**src/include/pmrc_map.svh**
```systemverilog
`ifndef PMRC_MAP_SVH
`define PMRC_MAP_SVH
`define PMRC_REGCTL_ADDR 8'hC9
`define PMRC_PWRCTL_ADDR 8'h87
`define PMRC_OSCCTL_ADDR 8'hB2
`define PMRC_REGCTL_RST 8'h00
`define PMRC_PWRCTL_RST 8'h00
`define PMRC_REGCTL_WMASK 8'hBF
`define PMRC_UNMAPPED_RD 8'h00
`define PMRC_BIT_PRIM_DIS 7
`define PMRC_BIT_WAKE_LVL 6
`define PMRC_BIT_PRIM_LP 4
`define PMRC_BIT_STOP_CFG 3
`define PMRC_BIT_CORE_LP 1
`define PMRC_BIT_STOP_SEL 1
`define PMRC_BIT_IDLE_SEL 0
`define PMRC_BIT_SUSPEND 5
`define PMRC_GPF_LSB 2
`endif

```
**src/include/pmrc_pkg.sv**
```systemverilog
package pmrc_pkg;
  typedef logic [7:0] pmrc_byte_t;
  typedef enum logic [1:0] {
    PMRC_RUN = 2'h0,
    PMRC_IDLE = 2'h1,
    PMRC_SUSP = 2'h2,
    PMRC_STOP = 2'h3
  } pmrc_mode_t;
endpackage

```
**src/include/pmrc_sfr_if.sv**
```systemverilog
`timescale 1ns/1ps
interface pmrc_sfr_if;
  logic idleReq;
  logic stopReq;
  logic suspendReq;
  logic primaryRegDisable;
  logic primaryRegLowpower;
  logic stopRegConfig;
  logic coreRegLowpower;
  logic wakeLevel;
  logic suspendActive;
  modport sfr (
    output idleReq, stopReq, suspendReq, primaryRegDisable, primaryRegLowpower,
    output stopRegConfig, coreRegLowpower,
    input wakeLevel, suspendActive
  );
  modport ctl (
    input idleReq, stopReq, suspendReq, primaryRegDisable, primaryRegLowpower,
    input stopRegConfig, coreRegLowpower,
    output wakeLevel, suspendActive
  );
endinterface

```
**src/logic/pmrc_sfr.sv**
```systemverilog
`timescale 1ns/1ps
`include "pmrc_map.svh"
module pmrc_sfr (
  input wire logic clock,
  input wire logic rst,
  input wire logic [7:0] sfrAddr,
  input wire logic sfrWrEn,
  input wire logic sfrRdEn,
  input wire pmrc_pkg::pmrc_byte_t sfrWrData,
  output pmrc_pkg::pmrc_byte_t sfrRdData_q,
  pmrc_sfr_if.sfr regs
);
  import pmrc_pkg::*;

  pmrc_byte_t regCtl_q;
  logic [5:0] gpFlags_q;
  logic wrReg, wrPwr, wrOsc;

  assign wrReg = sfrWrEn && sfrAddr == `PMRC_REGCTL_ADDR;
  assign wrPwr = sfrWrEn && sfrAddr == `PMRC_PWRCTL_ADDR;
  assign wrOsc = sfrWrEn && sfrAddr == `PMRC_OSCCTL_ADDR;

  // the wake level bit is never stored, it is a live view of the pin
  always_ff @(posedge clock) begin
    if (rst) begin
      regCtl_q <= `PMRC_REGCTL_RST;
    end else if (wrReg) begin
      regCtl_q <= sfrWrData & `PMRC_REGCTL_WMASK;
    end
  end

  always_ff @(posedge clock) begin
    if (rst) begin
      gpFlags_q <= 6'h00;
    end else if (wrPwr) begin
      gpFlags_q <= sfrWrData[7:`PMRC_GPF_LSB];
    end
  end

  assign regs.idleReq = wrPwr && sfrWrData[`PMRC_BIT_IDLE_SEL];
  assign regs.stopReq = wrPwr && sfrWrData[`PMRC_BIT_STOP_SEL];
  assign regs.suspendReq = wrOsc && sfrWrData[`PMRC_BIT_SUSPEND];
  assign regs.primaryRegDisable = regCtl_q[`PMRC_BIT_PRIM_DIS];
  assign regs.primaryRegLowpower = regCtl_q[`PMRC_BIT_PRIM_LP];
  assign regs.stopRegConfig = regCtl_q[`PMRC_BIT_STOP_CFG];
  assign regs.coreRegLowpower = regCtl_q[`PMRC_BIT_CORE_LP];

  always_ff @(posedge clock) begin
    if (rst) begin
      sfrRdData_q <= `PMRC_UNMAPPED_RD;
    end else if (sfrRdEn) begin
      unique case (sfrAddr)
        `PMRC_REGCTL_ADDR: begin
          sfrRdData_q <= regCtl_q;
          sfrRdData_q[`PMRC_BIT_WAKE_LVL] <= regs.wakeLevel;
        end
        `PMRC_PWRCTL_ADDR: sfrRdData_q <= {gpFlags_q, 2'h0};
        `PMRC_OSCCTL_ADDR: sfrRdData_q <= {2'h0, regs.suspendActive, 5'h00};
        default: sfrRdData_q <= `PMRC_UNMAPPED_RD;
      endcase
    end
  end
endmodule

```
**src/logic/pmrc_top.sv**
```systemverilog
`timescale 1ns/1ps
`include "pmrc_map.svh"
// How it works
// - bit 7 set disables primary regulator
// - bit 6 reads live wake pin level
// - bit 4 selects primary regulator low power
// - bit 3 shuts core regulator in stop
// - bit 1 selects core regulator low power
// - register at 0xC9, resets to zero
// - idle bit halts CPU after instruction
// - enabled interrupt ends idle, resumes CPU
// - reset ends idle or suspend, restarts
// - watchdog reset eventually ends idle
// - stop bit halts oscillator, CPU, peripherals
// - only reset ends stop mode
// - missing clock reset ends stop, unless bit 3 set
// - suspend bit halts only fast oscillator
// - wake pin edge or reset ends suspend
// - resume after suspend, service wake interrupt (resume pulse only if CPU ran from fast oscillator)
// - wake interrupt on both edges, no flag
// - stop bit 1, idle bit 0, read zero
module pmrc_top (
  input wire logic clock,
  input wire logic sys_rst,
  input wire logic [7:0] sfrAddr,
  input wire logic sfrWrEn,
  input wire logic sfrRdEn,
  input wire pmrc_pkg::pmrc_byte_t sfrWrData,
  output pmrc_pkg::pmrc_byte_t sfrRdData_q,
  input wire logic instrDone,
  input wire logic irqPending,
  input wire logic wakePin,
  input wire logic wakeIrqEn,
  input wire logic hfOscSelected,
  input wire logic rstPinReq,
  input wire logic watchdogRstReq,
  input wire logic missingClkRstReq,
  input wire logic otherRstReq,
  output pmrc_pkg::pmrc_mode_t powerMode_q,
  output logic cpuHalt_q,
  output logic cpuResume_q,
  output logic intOscStop_q,
  output logic hfOscStop_q,
  output logic periphClkStop_q,
  output logic primaryRegDisable_q,
  output logic primaryRegLowpower_q,
  output logic coreRegLowpower_q,
  output logic coreRegShutdown_q,
  output logic wakeIrq_q,
  output logic deviceReset_q
);
  import pmrc_pkg::*;

  pmrc_mode_t mode_q;
  pmrc_mode_t mode_d;
  logic localRst;
  logic idleArm_q;
  logic stopArm_q;
  logic suspArm_q;
  logic idleNow;
  logic stopNow;
  logic suspNow;
  logic wakePrev_q;
  logic wakePrimed_q;
  logic wakeEdge;
  logic rstAccept;
  logic anyInternalRst;

  pmrc_sfr_if sfrBus ();

  function automatic logic cpuStalled(input pmrc_mode_t m);
    return m == PMRC_IDLE || m == PMRC_STOP;
  endfunction

  function automatic logic fastOscOff(input pmrc_mode_t m);
    return m == PMRC_STOP || m == PMRC_SUSP;
  endfunction

  // a device reset clears every mode, arm flag and register except deviceReset_q itself, same as power-up
  assign localRst = sys_rst || deviceReset_q;

  pmrc_sfr u_sfr (
    .clock(clock),
    .rst(localRst),
    .sfrAddr(sfrAddr),
    .sfrWrEn(sfrWrEn),
    .sfrRdEn(sfrRdEn),
    .sfrWrData(sfrWrData),
    .sfrRdData_q(sfrRdData_q),
    .regs(sfrBus.sfr)
  );

  assign sfrBus.wakeLevel = wakePin;
  assign sfrBus.suspendActive = mode_q == PMRC_SUSP;

  // reset acceptance
  assign anyInternalRst = watchdogRstReq || missingClkRstReq || otherRstReq;
  // with the core regulator shut down only the reset pin still reaches us
  assign rstAccept = rstPinReq ||
    (anyInternalRst && !(mode_q == PMRC_STOP && sfrBus.stopRegConfig));

  always_ff @(posedge clock) begin
    if (sys_rst) begin
      deviceReset_q <= 1'b0;
    end else begin
      deviceReset_q <= rstAccept;
    end
  end

  // wake pin edges
  // primed flag stops a pin that is high at reset release looking like an edge
  always_ff @(posedge clock) begin
    if (localRst) begin
      wakePrev_q <= 1'b0;
      wakePrimed_q <= 1'b0;
    end else begin
      wakePrev_q <= wakePin;
      wakePrimed_q <= 1'b1;
    end
  end

  assign wakeEdge = wakePrimed_q && (wakePin != wakePrev_q);

  always_ff @(posedge clock) begin
    if (localRst) begin
      wakeIrq_q <= 1'b0;
    end else begin
      // interrupts are dead in stop; no pending flag is kept
      wakeIrq_q <= wakeIrqEn && wakeEdge && mode_q != PMRC_STOP;
    end
  end

  // mode requests wait for the writing instruction to finish
  assign idleNow = idleArm_q || sfrBus.idleReq;
  assign stopNow = stopArm_q || sfrBus.stopReq;
  assign suspNow = suspArm_q || sfrBus.suspendReq;

  always_comb begin
    mode_d = mode_q;
    unique case (mode_q)
      PMRC_RUN: begin
        if (instrDone) begin
          if (stopNow) begin
            mode_d = PMRC_STOP;
          end else if (idleNow) begin
            mode_d = PMRC_IDLE;
          end else if (suspNow) begin
            mode_d = PMRC_SUSP;
          end
        end
      end
      PMRC_IDLE: begin
        if (irqPending) begin
          mode_d = PMRC_RUN;
        end
      end
      PMRC_SUSP: begin
        if (wakeEdge) begin
          mode_d = PMRC_RUN;
        end
      end
      PMRC_STOP: begin
        mode_d = PMRC_STOP;
      end
    endcase
  end

  always_ff @(posedge clock) begin
    if (localRst) begin
      mode_q <= PMRC_RUN;
    end else begin
      mode_q <= mode_d;
    end
  end

  // arm flags: a request in the same cycle as the entry does not set the flag
  // stop outranks idle, idle outranks suspend; a same-cycle loser is not armed
  always_ff @(posedge clock) begin
    if (localRst) begin
      idleArm_q <= 1'b0;
    end else if (sfrBus.idleReq && !(mode_q == PMRC_RUN && instrDone)) begin
      idleArm_q <= 1'b1;
    end else if (mode_q == PMRC_RUN && mode_d == PMRC_IDLE) begin
      idleArm_q <= 1'b0;
    end
  end

  always_ff @(posedge clock) begin
    if (localRst) begin
      stopArm_q <= 1'b0;
    end else if (sfrBus.stopReq && !(mode_q == PMRC_RUN && instrDone)) begin
      stopArm_q <= 1'b1;
    end else if (mode_q == PMRC_RUN && mode_d == PMRC_STOP) begin
      stopArm_q <= 1'b0;
    end
  end

  always_ff @(posedge clock) begin
    if (localRst) begin
      suspArm_q <= 1'b0;
    end else if (sfrBus.suspendReq && !(mode_q == PMRC_RUN && instrDone)) begin
      suspArm_q <= 1'b1;
    end else if (mode_q == PMRC_RUN && mode_d == PMRC_SUSP) begin
      suspArm_q <= 1'b0;
    end
  end

  // clock and CPU controls
  always_ff @(posedge clock) begin
    if (localRst) begin
      powerMode_q <= PMRC_RUN;
      cpuHalt_q <= 1'b0;
      intOscStop_q <= 1'b0;
      hfOscStop_q <= 1'b0;
      periphClkStop_q <= 1'b0;
    end else begin
      powerMode_q <= mode_d;
      cpuHalt_q <= cpuStalled(mode_d);
      intOscStop_q <= mode_d == PMRC_STOP;
      hfOscStop_q <= fastOscOff(mode_d);
      periphClkStop_q <= mode_d == PMRC_STOP;
    end
  end

  // on a suspend wake the CPU only stalled if it ran from the fast oscillator
  always_ff @(posedge clock) begin
    if (localRst) begin
      cpuResume_q <= 1'b0;
    end else begin
      cpuResume_q <= (mode_q == PMRC_IDLE && mode_d == PMRC_RUN) ||
        (mode_q == PMRC_SUSP && mode_d == PMRC_RUN && hfOscSelected);
    end
  end

  // regulator controls
  // a software slip on core low power with the primary off is passed through as is
  always_ff @(posedge clock) begin
    if (localRst) begin
      primaryRegDisable_q <= 1'b0;
      primaryRegLowpower_q <= 1'b0;
      coreRegLowpower_q <= 1'b0;
      coreRegShutdown_q <= 1'b0;
    end else begin
      primaryRegDisable_q <= sfrBus.primaryRegDisable;
      primaryRegLowpower_q <= sfrBus.primaryRegLowpower;
      coreRegLowpower_q <= sfrBus.coreRegLowpower;
      coreRegShutdown_q <= mode_d == PMRC_STOP && sfrBus.stopRegConfig;
    end
  end
endmodule

```
**config.mk**
```make
export PLATFORM = sky130hd
export DESIGN_NAME = pmrc_top
export DESIGN_NICKNAME = d
export VERILOG_FILES = /design/src/include/pmrc_pkg.sv /design/src/include/pmrc_sfr_if.sv /design/src/logic/pmrc_sfr.sv /design/src/logic/pmrc_top.sv
export VERILOG_INCLUDE_DIRS = /design/src /design/src/include
export SDC_FILE = /design/constraint.sdc
export NUM_CORES = 1
export LEC_CHECK = 0
export BUFFER_PORTS_ARGS = -buffer_cell sky130_fd_sc_hd__buf_2
export CAP_MARGIN = 20
export CORE_UTILIZATION = 49
export CTS_CLUSTER_DIAMETER = 200
export DETAILED_ROUTE_END_ITERATION = 12
export HOLD_SLACK_MARGIN = 0.12
export PLACE_DENSITY = 0.84
export SLEW_MARGIN = 20
export SYNTH_ARGS = -nofsm -noshare
export SYNTH_HDL_FRONTEND = slang
export SYNTH_SLANG_ARGS = --single-unit
```
**constraint.sdc**
```tcl
create_clock -name clock -period 2.1 [get_ports clock]
set_clock_uncertainty 0.2 [all_clocks]
set_input_delay 0.42 -clock clock [delete_from_list [all_inputs] [get_ports clock]]
set_output_delay 0.42 -clock clock [all_outputs]
set_load 0.05 [all_outputs]
```
==> flow_summary.toml <==
[finish]
multi_input_area_um2 = 671
n_antenna_cell = 0
nNetsFinal = 252
final_core_util_pct = 66.9
synthToLayoutAreaGrowth_pct = 26.6
most-common-layout-cells = "buf_2 (49), dfxtp_1 (37), a21oi_1 (17)"
final_cells = 253
drive_gt1_share_pct = 32.0
seqCellArea_um2 = 741
final_common_cell = "buf_2"
fill_cells = 235

[sta]
fin_tns_setup_ns = 0
hold_violations = 0
worst_slew_pin_slew_ns = 0.389
fmax_ghz = 0.527
slew_headroom_pct = 74.0
slew_viol_final = 0
setup_viol = 0
rsz0062_at_grt = "no"
fin_crit_sh_pct = 90.4
min_period_ns = 1.90

[drt]
drt_wl_total_um = 3290
vias = 1374
ant_nets = 0
drt-vias-per-instance = 5.43
wl_per_cell_um = 13.0
drtIter0Drc = 61
drc = 3
firstDrtPassIters = 9

[clock_network]
clkTransAtPathRegs_ns = 0.10
htreeDepth = 2
cts.sinks = 37
cts_root_buffer = "clkbuf_4"
postCtsResizedCells = 0
cts_setup_buffers = 0
clock_latency_ns = 0.34
cts_tree = "built"
postCtsHoldBufs = 3
cts_buffers = 5
clk_path_buf_depth = 2

[worst_setup_path]
critPathRequiredTime_ns = 2.17
path_delay_family = "buffers and inverters"
slowest_stage = "dlygate4sd3_1"
path_max_fanout = 19
path_depth = 7
crit_buf_inv = 3
cp-start-kind = "input pin"
end_kind = "flip-flop"
max_stage_delay_ns = 0.52
crit_type = "in2reg"
path_cells = "dlygate4sd3_1, buf_2, or2_2, buf_4, nor2_1, o22ai_2, nor3_1"
r2r_cells = 4
critPathArrivalTime_ns = 1.97

[power_and_ir_drop]
intPower_mw = 0.873
leakage_nw = 0.814
pwr-share-seq_pct = 61.4
combPwrFrac_pct = 9.9
switching_share_pct = 24.6
powerDensity_nw_per_um2 = 612
clkPwrFrac_pct = 28.6
switching_power_mw = 0.286
ir_drop_uv = 535

[place]
hpwl_um = 2320
port_buffers = 49
gp_congestion = 0.872
placed_cells = 240

[worst_hold_path]
min_path_type = "in2reg"
hold_depth = 2

[global_route]
gr-total-overflow = 0
grt_usage_pct = 21.4
first_global_vias = 1174
antenna_found_initial = 0
grt_pass1_wl_um = 5310
grt_max_degree = 20

[run_status]
violations = "design-rule violations"
outcome = "finished, violations left"

[die]
ios = 50
coreArea_um2 = 2830
die_area_um2 = 3270
die_w_um = 57.2
std_cell_rows = 19
chipHeight_um = 57.2
start_util_pct = 52.8

[synth]
yosysSeqAreaShare_pct = 49.6
ys.warnings.count = 0
synth_area_um2 = 1490
synth_top_family_by_area = "simple AND/OR/NAND/NOR gates"
syn_inst = 163
yosys.area.top_type = "dfxtp_1"
synth_mux_area_share_pct = 4.02
synth-simple-area-share_pct = 23.0
syn_nets = 192
synth_cell_type_count = 35
synth_seq_cells = 37
synthAdderAreaFrac_pct = 0
syn-mean-instance-area_um2 = 9.17
synth_xor_xnor_area_share_pct = 0.586
synth_compound_area_share_pct = 17.3
synth_top_area_share_pct = 49.6
synth_area_leaders = "dfxtp_1 (50%), a21oi_1 (5.7%), mux2i_1 (4.0%)"

[job]
cap_violations = 0
## metal layers
layer  track usage (%)  wire length, um  vias up
met1              28.9             1520      619
li1                  -                -      698
met2              31.6             1500       53
met5                 0                0        -
met4              8.01               31        0
met3              7.48              230        4
## final cells by class
type / instances / area share (%)
flip-flops and latches: 37 / 39.2
inverters: 5 / 0.992
well taps: 31 / 2.05
clock inverters: 1 / 0.265
multi-input cells: 111 / 35.4
clock buffers: 5 / 1.98
repair buffers: 63 / 20.1
## cells by family after synthesis
family	Yosys count
AND/OR/NAND/NOR	63
AO/OA/AOI/OAI	41
flip-flops	37
buffers and inverters	15
multiplexers	6
XOR/XNOR	1
## worst paths after layout
path	endpoint	startpoint	slack, ns
setup / recovery	coreRegShutdown_q$_SDFF_PN0_	sys_rst	0.20
hold / removal	wakePrev_q$_SDFF_PN0_	wakePin	0.13
setup reg to reg	deviceReset_q$_SDFF_PP0_	powerMode_q[1]$_SDFF_PN0_	0.40
hold reg to reg	wakeIrq_q$_SDFF_PN0_	wakePrimed_q$_DFF_P_	0.26
## sequential cells by signal, summed over array words and instances (netlist names)
signal and count:
cpuResume_q 1, wakePrev_q 1, periphClkStop_q 1, wakeIrq_q 1
suspArm_q 1, powerMode_q 2, u_sfr.regCtl_q 7, deviceReset_q 1
u_sfr.sfrRdData_q 8, wakePrimed_q 1, hfOscStop_q 1, primaryRegLowpower_q 1
u_sfr.gpFlags_q 6, primaryRegDisable_q 1, coreRegLowpower_q 1, idleArm_q 1
stopArm_q 1, coreRegShutdown_q 1
## through the flow
step / worst slack, ns / power [mW] / hold WS, ns / instance area, um^2
2_1_floorplan: 0.156 / 0.782 / 0.228 / 1490
3_3_place_gp: 0.150 / 0.831 / 0.240 / 1780
3_5_place_dp: 0.126 / 0.832 / 0.248 / 1780
4_1_cts: 0.199 / 1.16 / 0.124 / 1850
5_1_grt: 0.106 / 1.21 / 0.137 / 1890
6_report: 0.201 / 1.16 / 0.133 / 1890
## synth_stat cells
cell and n:
nand3_1 12, o21ai_0 9, o21ai_2 1, a22oi_1 5, dfxtp_1 37, a21oi_1 17, nand4b_1 1, or2_2 2
nor2b_1 1, inv_1 5, a31oi_1 2, and4_4 1, nor3_1 2, nor3b_2 1, o22ai_1 1, xor2_1 1
a21o_1 2, and3_1 3, nor2_1 14, clkbuf_1 5, nand2b_1 3, and2_1 4, nand4_1 4, nor4bb_1 1
and4bb_4 1, a221o_1 1, nor3b_1 1, nand3b_1 1, o22ai_2 1, a221oi_2 1, mux2i_1 6, buf_4 3
nand2_1 11, a211o_2 1, buf_6 2
## worst reg2reg max path, stage by stage, from the launching register on
cell           delay (ns)
dfxtp_1              0.57
a31oi_1              0.14
nor2_1               0.10
nor2_1               0.04
dlygate4sd3_1        0.54
## power by group through the flow
stage | clock (mW) | sequential [mW] | combinational, mW
2_1_floorplan | 0 | 0.746 | 0.0359
3_5_place_dp | 0 | 0.728 | 0.104
4_1_cts | 0.337 | 0.712 | 0.109
5_1_grt | 0.372 | 0.713 | 0.125
3_3_place_gp | 0 | 0.728 | 0.103
6_report | 0.332 | 0.712 | 0.115
Note: power is estimated with default switching activity, not from simulation.
